--- src/rtl/idpb_defines.vh ---
`ifndef IDPB_DEFINES_VH
`define IDPB_DEFINES_VH

// ---------------------------------------------------------------------------
// Register byte offsets
// ---------------------------------------------------------------------------
`define IDPB_REG_DEF_CYL      8'h00
`define IDPB_REG_DEF_HEADS    8'h04
`define IDPB_REG_DEF_SPT      8'h08
`define IDPB_REG_CUR_CYL      8'h0C
`define IDPB_REG_CUR_HEADS    8'h10
`define IDPB_REG_CUR_SPT      8'h14
`define IDPB_REG_TOTAL_SECT   8'h18
`define IDPB_REG_LBA48_LO     8'h1C
`define IDPB_REG_LBA48_HI     8'h20
`define IDPB_REG_MODE         8'h24
`define IDPB_REG_USER_ID0     8'h28
`define IDPB_REG_USER_ID1     8'h2C
`define IDPB_REG_USER_ID2     8'h30
`define IDPB_REG_STATUS       8'h34

// ---------------------------------------------------------------------------
// Field positions and reset values
// ---------------------------------------------------------------------------
`define IDPB_MODE_MULT_MSB    7
`define IDPB_MODE_DMA_LSB     8
`define IDPB_DMA_SEL_NONE     2'h0
`define IDPB_RST_GEOM         16'h0000
`define IDPB_RST_MULT         8'h00
`define IDPB_RST_USER_ID      80'h30303030303030303030
`define IDPB_RESP_OKAY        2'h0
`define IDPB_RESP_SLVERR      2'h2

// ---------------------------------------------------------------------------
// Block layout and fixed word values
// ---------------------------------------------------------------------------
`define IDPB_LAST_WORD        8'hFF
`define IDPB_LAST_SUM_WORD    8'hFE
`define IDPB_SIGNATURE        8'hA5
`define IDPB_W0_GENCFG        16'h044A
`define IDPB_W47_MAXMULT      16'h8001
`define IDPB_W49_CAPS         16'h0B00
`define IDPB_W51_PIO          16'h0200
`define IDPB_W53_VALID        16'h0007
`define IDPB_W59_VALIDFLAG    8'h01
`define IDPB_W63_SUPPORTED    3'h7
`define IDPB_W64_ADVPIO       16'h0003
`define IDPB_W65_CYCLE        16'h0078
`define IDPB_W80_MAJOR        16'h00FE
`define IDPB_W81_MINOR        16'h0021
`define IDPB_W82_FEAT         16'h706B
`define IDPB_W83_FEAT         16'h7408
`define IDPB_W84_FEAT         16'h4000
`define IDPB_W88_UDMA         16'h007F
`define IDPB_W91_APM          16'h0000
`define IDPB_W217_ROTATION    16'h0001

`endif

--- src/rtl/idpb_identify.v ---
`timescale 1ns/100ps
`include "idpb_defines.vh"

module idpb_identify #(
   parameter [79:0]  UNIQUE_ID = 80'h31323334353637383930, // Arbitrary value.
   parameter [63:0]  FW_REV    = 64'h2020202020202020,
   parameter [319:0] MODEL     = {40{8'h20}}
) (
   // Clock and reset
   input  wire        aclk,
   input  wire        aresetn,
   // AXI4-Lite write address and data
   input  wire        s_axi_awvalid,
   output reg         s_axi_awready,
   input  wire [7:0]  s_axi_awaddr,
   input  wire        s_axi_wvalid,
   output reg         s_axi_wready,
   input  wire [31:0] s_axi_wdata,
   input  wire [3:0]  s_axi_wstrb,
   // AXI4-Lite write response
   output reg         s_axi_bvalid,
   input  wire        s_axi_bready,
   output reg  [1:0]  s_axi_bresp,
   // AXI4-Lite read
   input  wire        s_axi_arvalid,
   output reg         s_axi_arready,
   input  wire [7:0]  s_axi_araddr,
   output reg         s_axi_rvalid,
   input  wire        s_axi_rready,
   output reg  [31:0] s_axi_rdata,
   output reg  [1:0]  s_axi_rresp,
   // Identify data stream toward the PIO data path
   input  wire        xfer_start,
   input  wire        xfer_take,
   output reg         xfer_ready,
   output reg  [15:0] xfer_data,
   output reg         xfer_done,
   output reg         xfer_busy
);

   // ------------------------------------------------------------------------
   // State encoding
   // ------------------------------------------------------------------------
   localparam [1:0] ST_IDLE = 2'd0;
   localparam [1:0] ST_CALC = 2'd1;
   localparam [1:0] ST_SEND = 2'd2;

   reg  [1:0]  state;
   reg  [7:0]  idx;
   reg  [7:0]  sum;
   reg  [7:0]  checksum;

   reg  [15:0] def_cyl;
   reg  [15:0] def_heads;
   reg  [15:0] def_spt;
   reg  [15:0] cur_cyl;
   reg  [15:0] cur_heads;
   reg  [15:0] cur_spt;
   reg  [31:0] total_sect;
   reg  [31:0] lba48_lo;
   reg  [15:0] lba48_hi;
   reg  [7:0]  mult_count;
   reg  [1:0]  dma_sel;
   reg  [79:0] user_id;
   reg  [31:0] cur_cap;

   reg         aw_full;
   reg         w_full;
   reg  [7:0]  aw_addr;
   reg  [31:0] w_data;
   reg  [3:0]  w_strb;

   wire [47:0] cap_product = cur_cyl * cur_heads * cur_spt;
   wire [15:0] calc_word;
   wire [15:0] mode_merged;

   // ------------------------------------------------------------------------
   // Helper functions
   // ------------------------------------------------------------------------
   function [15:0] pick_word;
      input [319:0] s;
      input [4:0]   k;
      reg   [319:0] t;
      begin
         t = s << {k, 4'h0};
         pick_word = t[319:304];
      end
   endfunction

   function [31:0] merge;
      input [31:0] old;
      input [31:0] data;
      input [3:0]  strb;
      integer      b;
      begin
         merge = old;
         for (b = 0; b < 4; b = b + 1) begin
            if (strb[b]) begin
               merge[b*8 +: 8] = data[b*8 +: 8];
            end
         end
      end
   endfunction

   // Narrow registers take only the two low byte lanes; the upper lanes are dropped.
   function [15:0] merge16;
      input [15:0] old;
      input [31:0] data;
      input [3:0]  strb;
      reg   [31:0] full;
      begin
         full    = merge({16'h0000, old}, data, strb);
         merge16 = full[15:0];
      end
   endfunction

   // Strings are sent first character in the high byte of each word.
   function [15:0] word_value;
      input [7:0] w;
      begin
         word_value = 16'h0000;
         if (w >= 8'd10 && w <= 8'd14) begin
            word_value = pick_word({user_id, 240'h0}, w[4:0] - 5'd10);
         end else if (w >= 8'd15 && w <= 8'd19) begin
            word_value = pick_word({UNIQUE_ID, 240'h0}, w[4:0] - 5'd15);
         end else if (w >= 8'd23 && w <= 8'd26) begin
            word_value = pick_word({FW_REV, 256'h0}, w[4:0] - 5'd23);
         end else if (w >= 8'd27 && w <= 8'd46) begin
            word_value = pick_word(MODEL, w[4:0] - 5'd27);
         end else if (w >= 8'd65 && w <= 8'd68) begin
            word_value = `IDPB_W65_CYCLE;
         end else begin
            case (w)
               8'd0:    word_value = `IDPB_W0_GENCFG;
               8'd1:    word_value = def_cyl;
               8'd3:    word_value = def_heads;
               8'd6:    word_value = def_spt;
               8'd7:    word_value = total_sect[31:16];
               8'd8:    word_value = total_sect[15:0];
               8'd47:   word_value = `IDPB_W47_MAXMULT;
               8'd49:   word_value = `IDPB_W49_CAPS;
               8'd51:   word_value = `IDPB_W51_PIO;
               8'd53:   word_value = `IDPB_W53_VALID;
               8'd54:   word_value = cur_cyl;
               8'd55:   word_value = cur_heads;
               8'd56:   word_value = cur_spt;
               8'd57:   word_value = cur_cap[15:0];
               8'd58:   word_value = cur_cap[31:16];
               8'd59:   word_value = {`IDPB_W59_VALIDFLAG, mult_count};
               8'd60:   word_value = total_sect[15:0];
               8'd61:   word_value = total_sect[31:16];
               8'd63:   word_value = {5'h00, dma_sel == 2'd3, dma_sel == 2'd2,
                                      dma_sel == 2'd1, 5'h00,
                                      `IDPB_W63_SUPPORTED};
               8'd64:   word_value = `IDPB_W64_ADVPIO;
               8'd80:   word_value = `IDPB_W80_MAJOR;
               8'd81:   word_value = `IDPB_W81_MINOR;
               8'd82:   word_value = `IDPB_W82_FEAT;
               8'd83:   word_value = `IDPB_W83_FEAT;
               8'd84:   word_value = `IDPB_W84_FEAT;
               8'd88:   word_value = `IDPB_W88_UDMA;
               8'd91:   word_value = `IDPB_W91_APM;
               8'd100:  word_value = lba48_lo[15:0];
               8'd101:  word_value = lba48_lo[31:16];
               8'd102:  word_value = lba48_hi;
               8'd217:  word_value = `IDPB_W217_ROTATION;
               8'd255:  word_value = {checksum, `IDPB_SIGNATURE};
               default: word_value = 16'h0000;
            endcase
         end
      end
   endfunction

   assign calc_word   = word_value(idx);
   assign mode_merged = merge16({6'h00, dma_sel, mult_count}, w_data, w_strb);

   // ------------------------------------------------------------------------
   // Block sequencer
   // ------------------------------------------------------------------------
   // The checksum is formed in a pre-pass over words 0 to 254, so the stream
   // starts 256 cycles after the start pulse. Configuration writes are refused
   // while busy, which keeps the pre-pass and the stream consistent.
   always @(posedge aclk) begin
      if (!aresetn) begin
         state      <= ST_IDLE;
         idx        <= 8'h00;
         sum        <= 8'h00;
         checksum   <= 8'h00;
         xfer_ready <= 1'b0;
         xfer_data  <= 16'h0000;
         xfer_done  <= 1'b0;
         xfer_busy  <= 1'b0;
         cur_cap    <= 32'h0000_0000;
      end else begin
         cur_cap   <= cap_product[31:0];
         xfer_done <= 1'b0;
         case (state)
            ST_IDLE: begin
               if (xfer_start) begin
                  state     <= ST_CALC;
                  idx       <= 8'h00;
                  sum       <= 8'h00;
                  xfer_busy <= 1'b1;
               end
            end
            ST_CALC: begin
               if (idx == `IDPB_LAST_SUM_WORD) begin
                  checksum  <= 8'h00 - (sum + calc_word[15:8] + calc_word[7:0]
                                        + `IDPB_SIGNATURE);
                  idx       <= 8'h00;
                  state     <= ST_SEND;
               end else begin
                  sum <= sum + calc_word[15:8] + calc_word[7:0];
                  idx <= idx + 8'h01;
               end
            end
            ST_SEND: begin
               // Words leave one at a time as for a single-sector read.
               if (!xfer_ready) begin
                  xfer_ready <= 1'b1;
                  xfer_data  <= calc_word;
               end else if (xfer_take) begin
                  if (idx == `IDPB_LAST_WORD) begin
                     xfer_ready <= 1'b0;
                     xfer_done  <= 1'b1;
                     xfer_busy  <= 1'b0;
                     xfer_data  <= 16'h0000;
                     state      <= ST_IDLE;
                  end else begin
                     idx       <= idx + 8'h01;
                     xfer_data <= word_value(idx + 8'h01);
                  end
               end
            end
            default: begin
               state <= ST_IDLE;
            end
         endcase
      end
   end

   // ------------------------------------------------------------------------
   // AXI4-Lite write channel
   // ------------------------------------------------------------------------
   always @(posedge aclk) begin
      if (!aresetn) begin
         s_axi_awready <= 1'b1;
         s_axi_wready  <= 1'b1;
         s_axi_bvalid  <= 1'b0;
         s_axi_bresp   <= `IDPB_RESP_OKAY;
         aw_full       <= 1'b0;
         w_full        <= 1'b0;
         aw_addr       <= 8'h00;
         w_data        <= 32'h0000_0000;
         w_strb        <= 4'h0;
         def_cyl       <= `IDPB_RST_GEOM;
         def_heads     <= `IDPB_RST_GEOM;
         def_spt       <= `IDPB_RST_GEOM;
         cur_cyl       <= `IDPB_RST_GEOM;
         cur_heads     <= `IDPB_RST_GEOM;
         cur_spt       <= `IDPB_RST_GEOM;
         total_sect    <= 32'h0000_0000;
         lba48_lo      <= 32'h0000_0000;
         lba48_hi      <= 16'h0000;
         mult_count    <= `IDPB_RST_MULT;
         dma_sel       <= `IDPB_DMA_SEL_NONE;
         user_id       <= `IDPB_RST_USER_ID;
      end else begin
         if (s_axi_awvalid && s_axi_awready) begin
            aw_full       <= 1'b1;
            aw_addr       <= s_axi_awaddr;
            s_axi_awready <= 1'b0;
         end
         if (s_axi_wvalid && s_axi_wready) begin
            w_full       <= 1'b1;
            w_data       <= s_axi_wdata;
            w_strb       <= s_axi_wstrb;
            s_axi_wready <= 1'b0;
         end
         if (aw_full && w_full && !s_axi_bvalid) begin
            aw_full      <= 1'b0;
            w_full       <= 1'b0;
            s_axi_bvalid <= 1'b1;
            s_axi_bresp  <= `IDPB_RESP_OKAY;
            if (aw_addr[1:0] != 2'b00 || aw_addr > `IDPB_REG_STATUS || xfer_busy) begin
               s_axi_bresp <= `IDPB_RESP_SLVERR;
            end else begin
               case (aw_addr)
                  `IDPB_REG_DEF_CYL:    def_cyl    <= merge16(def_cyl, w_data, w_strb);
                  `IDPB_REG_DEF_HEADS:  def_heads  <= merge16(def_heads, w_data, w_strb);
                  `IDPB_REG_DEF_SPT:    def_spt    <= merge16(def_spt, w_data, w_strb);
                  `IDPB_REG_CUR_CYL:    cur_cyl    <= merge16(cur_cyl, w_data, w_strb);
                  `IDPB_REG_CUR_HEADS:  cur_heads  <= merge16(cur_heads, w_data, w_strb);
                  `IDPB_REG_CUR_SPT:    cur_spt    <= merge16(cur_spt, w_data, w_strb);
                  `IDPB_REG_TOTAL_SECT: total_sect <= merge(total_sect, w_data, w_strb);
                  `IDPB_REG_LBA48_LO:   lba48_lo   <= merge(lba48_lo, w_data, w_strb);
                  `IDPB_REG_LBA48_HI:   lba48_hi   <= merge16(lba48_hi, w_data, w_strb);
                  `IDPB_REG_MODE: begin
                     // A two-bit select can name only one DMA mode at once.
                     {dma_sel, mult_count} <= mode_merged[9:0];
                  end
                  `IDPB_REG_USER_ID0:   user_id[79:48] <= merge(user_id[79:48], w_data, w_strb);
                  `IDPB_REG_USER_ID1:   user_id[47:16] <= merge(user_id[47:16], w_data, w_strb);
                  `IDPB_REG_USER_ID2:   user_id[15:0]  <= merge16(user_id[15:0], w_data, w_strb);
                  default: begin
                     s_axi_bresp <= `IDPB_RESP_OKAY;
                  end
               endcase
            end
         end
         if (s_axi_bvalid && s_axi_bready) begin
            s_axi_bvalid  <= 1'b0;
            s_axi_awready <= 1'b1;
            s_axi_wready  <= 1'b1;
         end
      end
   end

   // ------------------------------------------------------------------------
   // AXI4-Lite read channel
   // ------------------------------------------------------------------------
   always @(posedge aclk) begin
      if (!aresetn) begin
         s_axi_arready <= 1'b1;
         s_axi_rvalid  <= 1'b0;
         s_axi_rdata   <= 32'h0000_0000;
         s_axi_rresp   <= `IDPB_RESP_OKAY;
      end else begin
         if (s_axi_arvalid && s_axi_arready) begin
            s_axi_arready <= 1'b0;
            s_axi_rvalid  <= 1'b1;
            s_axi_rresp   <= `IDPB_RESP_OKAY;
            case (s_axi_araddr)
               `IDPB_REG_DEF_CYL:    s_axi_rdata <= {16'h0, def_cyl};
               `IDPB_REG_DEF_HEADS:  s_axi_rdata <= {16'h0, def_heads};
               `IDPB_REG_DEF_SPT:    s_axi_rdata <= {16'h0, def_spt};
               `IDPB_REG_CUR_CYL:    s_axi_rdata <= {16'h0, cur_cyl};
               `IDPB_REG_CUR_HEADS:  s_axi_rdata <= {16'h0, cur_heads};
               `IDPB_REG_CUR_SPT:    s_axi_rdata <= {16'h0, cur_spt};
               `IDPB_REG_TOTAL_SECT: s_axi_rdata <= total_sect;
               `IDPB_REG_LBA48_LO:   s_axi_rdata <= lba48_lo;
               `IDPB_REG_LBA48_HI:   s_axi_rdata <= {16'h0, lba48_hi};
               `IDPB_REG_MODE:       s_axi_rdata <= {22'h0, dma_sel, mult_count};
               `IDPB_REG_USER_ID0:   s_axi_rdata <= user_id[79:48];
               `IDPB_REG_USER_ID1:   s_axi_rdata <= user_id[47:16];
               `IDPB_REG_USER_ID2:   s_axi_rdata <= {16'h0, user_id[15:0]};
               `IDPB_REG_STATUS:     s_axi_rdata <= {8'h00, idx, checksum, 5'h00,
                                                     state == ST_SEND, xfer_ready,
                                                     xfer_busy};
               default: begin
                  s_axi_rdata <= 32'h0000_0000;
                  s_axi_rresp <= `IDPB_RESP_SLVERR;
               end
            endcase
         end
         if (s_axi_rvalid && s_axi_rready) begin
            s_axi_rvalid  <= 1'b0;
            s_axi_arready <= 1'b1;
         end
      end
   end

endmodule // idpb_identify

--- config.mk ---
export PLATFORM = sky130hd
export DESIGN_NAME = idpb_identify
export DESIGN_NICKNAME = d
export VERILOG_FILES = /design/src/rtl/idpb_identify.v
export VERILOG_INCLUDE_DIRS = /design/src /design/src/rtl
export SDC_FILE = /design/constraint.sdc
export NUM_CORES = 2
export LEC_CHECK = 0
export BUFFER_PORTS_ARGS = -buffer_cell sky130_fd_sc_hd__buf_2
export CAP_MARGIN = 10
export CORE_MARGIN = 2
export CORE_UTILIZATION = 45
export DETAILED_ROUTE_END_ITERATION = 7
export SYNTH_ARGS = -nofsm -noshare
export SYNTH_HDL_FRONTEND = slang
export SYNTH_SLANG_ARGS = --single-unit
export TNS_END_PERCENT = 100
--- constraint.sdc ---
create_clock -name aclk -period 16 [get_ports aclk]
set_clock_uncertainty 0.1 [all_clocks]
set_input_delay 0.8 -clock aclk [delete_from_list [all_inputs] [get_ports aclk]]
set_output_delay 0.8 -clock aclk [all_outputs]
set_load 0.05 [all_outputs]
; ---- Word-level counts from Yosys, hierarchy flattened
; Cells that the tools add are included.
[word_totals]
register_bits = 430
output_inout_bits = 60
word_cells = 320
[classes]
addsub = 13
multipliers = 2
n_lt_le_gt_ge = 21
n_eq_ne = 99
shift = 8
mux = 41
n_bitwise = 2
reduce_logical = 78
[ops]
columns = cell, count
row1 = $shl 318x9->320 const A, 6
row2 = $pmux 16 s29, 2
row3 = $shl 320x9->320, 2
row4 = $pmux 32 s14, 1
row5 = $eq 8x6->1 const B, 37
row6 = $mux 16, 13
row7 = $eq 8x7->1 const B, 20
row8 = $reduce_and 4->1, 35
row9 = $eq 8x5->1 const B, 8
row10 = $eq 8x3->1 const B, 6
row11 = $eq 8x4->1 const B, 6
row12 = $mux 8, 6
row13 = $eq 8x8->1 const B, 5
row14 = $ge 8x4->1 const B, 4
row15 = $ge 8x5->1 const B, 4
row16 = $le 8x5->1 const B, 4
row17 = $logic_not 8->1, 4
row18 = $mul 16x16->32, 1
row19 = $mul 32x16->32, 1
row20 = $pmux 8 s3, 1
row21 = $sub 5x4->5 const B, 4
row22 = $sub 5x5->5 const B, 4
row23 = $logic_and 1x1->1, 17
row24 = $add 8x8->8, 2
row25 = 29 further kinds, 71

; ---- Longest topological paths before layout
[depth]
ltp_word = 12
depth_mapped = 49
ltp_nobuf = 46

; ---- Worst setup path after synthesis
; Ideal clock, no wire load.
[synth_path]
path_type = register -> register
start = register cur_heads[1]
end = register cur_cap[31]
arrival_ns = 11.486
required_time_ns = 15.785
setup_slack_ns = 4.299
stages_incl_launch_ff = 43
n_path_buf = 3
period_less_slack_ns = 11.701
cell_sequence = dfxtp_1 -> clkbuf_1 -> clkbuf_1 -> nand2_1 -> fa_1 -> fa_1 -> inv_1 -> fa_1 -> inv_1 -> fa_1 -> fa_1 -> fa_1 -> inv_1 -> ha_1 -> clkbuf_1 -> nand4_1 -> or4_1 -> a31oi_2 -> [... 7 more ...] -> inv_1 -> fa_1 -> fa_1 -> inv_1 -> fa_1 -> inv_1 -> ha_1 -> nand4_1 -> nor3_1 -> and2_1 -> o21a_1 -> nor3_1 -> nor3_1 -> xnor2_1 -> xnor2_1 -> xnor3_1 -> xnor3_1 -> and2_1
[synth_via]
elab_chain_cells = 2
[synth_lines]
columns = item, line
row1 = start: declaration, idpb_identify.v:57  ; reg [15:0] cur_heads;
row2 = start signal: assignment, idpb_identify.v:260  ; cur_heads <= `IDPB_RST_GEOM;
row3 = start signal: assignment, idpb_identify.v:293  ; `IDPB_REG_CUR_HEADS: cur_heads <= merge16(cur_heads, w_data, w_strb);
row4 = $mul 16x16->32, idpb_identify.v:73  ; wire [47:0] cap_product = cur_cyl * cur_heads * cur_spt;
row5 = $mul 32x16->32, idpb_identify.v:73
row6 = end signal: assignment, idpb_identify.v:195  ; cur_cap <= cap_product[31:0];
row7 = end: declaration, idpb_identify.v:65  ; reg [31:0] cur_cap;
; No other way between the ends.
; A chain may end at the register's enable or synchronous reset.

; ---- Worst setup path after layout
[layout_path]
start = register cur_cyl[6]
end = register cur_cap[31]
[layout_via]
elab_chain_cells = 2
[layout_lines]
columns = item, line
row1 = start: declaration, idpb_identify.v:56  ; reg [15:0] cur_cyl;
row2 = start signal: assignment, idpb_identify.v:259  ; cur_cyl <= `IDPB_RST_GEOM;
row3 = start signal: assignment, idpb_identify.v:292  ; `IDPB_REG_CUR_CYL: cur_cyl <= merge16(cur_cyl, w_data, w_strb);
row4 = $mul 16x16->32, idpb_identify.v:73
row5 = $mul 32x16->32, idpb_identify.v:73
; No other way between the ends.

==> summary.txt <==
STA
  • Fin crit period: ~13 ns
  • Post-route clock period utilization: between 80 and 90%
  • Final hold slack: roughly 0.27 ns
  • Least-Margin Pin Slew: between 1 and 1.5 ns
  • RSZ-0062 raised after global routing: no
  • Rel. slew slack: 5.152%
  • Total negative slack: 0 ns
  • Slew Viols, Final: 0
  • F_max: approximately 0.074 GHz
  • Endpoints failing hold: 0
  • Setup violators final: 0

Global routing
  • Vias in the first global route: around 40k
  • Initial antenna violation count: 11
  • Gr ovfl total: 0
  • Gr usage total: between 30% and 40%
  • Global-route wire length before repair: 285.9 mm
  • Largest net degree at the start of global routing: between 150 and 200

Logic synthesis
  • Seq/Total Area, Yosys: around 20%
  • Area leader, netlist: fa_1
  • Synth top area cells: fa_1 23%, dfxtp_1 20%, nand2_1 6.7%
  • Seq cells post-synth: between 400 and 500
  • Post-synth ARST share: 0%
  • Number of synthesized flops with an enable pin: 0
  • Syn_area_per_cell: roughly 8.4 um^2
  • Post-synth cell types: 88
  • Syn Inst Count: 5161
  • Yosys top cell area share: a little under a quarter
  • Ys flop type: dfxtp_1
  • Synth warn: 0
  • Mapped cell area: between 0.04 and 0.05 mm^2

Floorplanning
  • Initial core utilization: between 40 and 50%
  • Num rows: 113
  • IO Pins: around 120
  • Die W: 313.8 um
  • Die area: just under 0.1 mm^2
  • Chip height: about 310 um
  • Core Area: 0.09501 mm^2

Placed design
  • PortBufs: 118
  • Placed cell area: 0.04526 mm^2
  • HPWL Detailed: roughly 150 mm
  • Routability cong.: between 1 and 1.5

Pwr
  • LEAKAGE: around 19 nW
  • Peak supply drop: between 0.07 and 0.08 mV
  • Pwr Density: between 50 and 60 mW/mm^2

Critical path
  • CP Capture Type: flop
  • Crit-path max cell delay: about 1.0 ns
  • Crit Path Category: flop to flop
  • Most common cell on crit path: fa_1
  • Worst Path Max Fanout: 20
  • Critical path's slowest cell: xor2_2
  • Worst setup SP type: flop
  • WP data required: about 16 ns
  • Crit path arrival time: roughly 14 ns

Clock tree
  • Clock Sinks: approximately 430
  • H-tree depth: 2
  • Skew-Pair Late Insertion Delay: approximately 0.64 ns
  • Worst-path clk slew: roughly 0.07 ns
  • Clock buffer depth: 3
  • Setup Buffers After CTS: 0
  • Post-CTS Resized: 0
  • Total CTS buffers: between 40 and 50
  • Hold-fix buffers at CTS: 0
  • Root buf cell: clkbuf_16
  • TritonCTS clock tree: yes

Detailed routing
  • Final ANT Viol Nets: 0
  • Via Count: between 40k and 50k
  • Detailed Routing Iterations Pass 1: 8
  • Via density per instance: 6.365
  • Drt total wl: between 150 and 200 mm
  • WL per Instance: between 30 and 40 um
  • Starting DRT DRC Count: around 5.8k
  • Post-route DRC: 10

Finish
  • Cell area after layout: approximately 0.047 mm^2
  • Nets: 5888
  • Area delta synth->final: 8.560%
  • Fill count: about 9.3k
  • Share of layout cells above drive strength 1: 8.083%

Run status
  • Failing checks: design-rule violations
  • Status: finished with violations

Min path
  • Hold WC Path Type: input port to flop

Flow run
  • Max_cap viols: 0
==> area by class of cell <==
type,count,area [um^2],share of cell area (%)
diodes,2,5.005,0.01068
clock buffers,62,1303,2.779
clock inverters,24,311.5,0.6646
inverters,609,2293,4.893
multi-input cells,3784,31200,66.56
flip-flops and latches,428,8569,18.28
well taps,1265,1583,3.376
repair buffers,252,1609,3.433
==> cell families (layout without fill, tap and decap cells) <==
group	Yosys count	in the layout	share of synthesized area, %
compound gates	946	946	15.21
xor+xnor	87	87	1.944
fa+ha+maj	706	706	29.25
buf+inv	950	947	8.307
flops	428	428	19.84
mux	248	248	6.650
other cells	1	4	0.008685
simple gates	1795	1795	18.79
==> cell usage after synthesis, drive strengths merged (12+ instances only) <==
cell type / count
nand2: 775
inv: 605
fa: 506
nor2: 439
dfxtp: 428
clkbuf: 315
a21oi: 276
and2: 264
mux2i: 216
ha: 199
a22oi: 167
o21ai: 92
a221oi: 81
nand3: 68
nor3: 66
xnor2: 58
a22o: 54
and3: 44
a222oi: 40
nand4: 40
a31oi: 35
a21o: 31
mux4: 31
a211oi: 29
buf: 26
xor2: 24
nand2b: 23
nor2b: 19
o21a: 19
o211ai: 16
a221o: 12
nor4: 12
==> worst max-delay path, delay by kind of cell, from the launching register on <==
| kind | cells | cell delay (ns) |
|---|---|---|
| simple gates | 10 | 2.05 |
| compound gates | 3 | 1.15 |
| flops | 1 | 1.02 |
| xor+xnor | 5 | 2.18 |
| buf+inv | 6 | 0.29 |
| fa+ha+maj | 14 | 6.50 |
==> layout by cell type (no fill, tap or decap), drive strengths merged, types with 62 or more instances in the layout <==
cell,instances
a22oi,167
buf,252
o21ai,92
a221oi,81
nor3,66
clkbuf,62
ha,199
inv,609
nor2,439
mux2i,216
dfxtp,428
nand3,68
nand2,775
and2,264
a21oi,276
fa,506
==> metrics by stage <==
stage / setup slack [ns] / total power [mW] / std cells / util, %
after CTS: 2.744 / 2.682 / 6424 / 49.33
after floorplan: 4.299 / 1.397 / 5162 / -
after global routing: 2.089 / 2.765 / 6424 / 49.33
final: 2.567 / 2.692 / 6426 / 49.34
after global placement: 2.916 / 1.538 / 6338 / 47.63
after detailed placement: 2.770 / 1.540 / 6338 / 47.63
==> worst paths after layout <==
| path | from | endpoint | slack (ns) | cells after the start |
|---|---|---|---|---|
| worst max-delay path | cur_cyl[6] | cur_cap[31] | 2.57 | 38 |
| worst min-delay path | s_axi_wvalid | s_axi_wready | 0.27 | 2 |
| worst max register to register | cur_cyl[6] | cur_cap[31] | 2.57 | 38 |
| worst min register to register | aw_addr[0] | aw_addr[0] | 0.36 | 2 |
==> registers in the layout (all words and copies together) (netlist names), 2 cells and up <==
| name | count |
|---|---|
| state | 2 |
| xfer_data | 16 |
| aw_addr | 8 |
| sum | 8 |
| idx | 8 |
| def_heads | 16 |
| mult_count | 8 |
| checksum | 8 |
| lba48_hi | 16 |
| cur_heads | 16 |
| def_cyl | 16 |
| cur_spt | 16 |
| w_strb | 4 |
| dma_sel | 2 |
| def_spt | 16 |
| s_axi_rdata | 32 |
| cur_cyl | 16 |
| total_sect | 32 |
| lba48_lo | 32 |
| w_data | 32 |
| user_id | 80 |
| cur_cap | 32 |
==> per-layer routing <==
layer | vias up | track usage, % | part of all wire, %
met1 | 20519 | 56.07 | 41
met3 | 535 | 12.58 | 13
li1 | 17129 | - | -
met4 | 12 | 15.13 | 4.7
met5 | - | 0 | 0.045
met2 | 2707 | 57.27 | 41
==> power breakdown <==
part           internal (mW)  switching (mW)
logic                  0.113           0.288
registers               1.09          0.0386
clock network          0.648           0.513
total                   1.85           0.839
(Power assumes the default switching activity.)
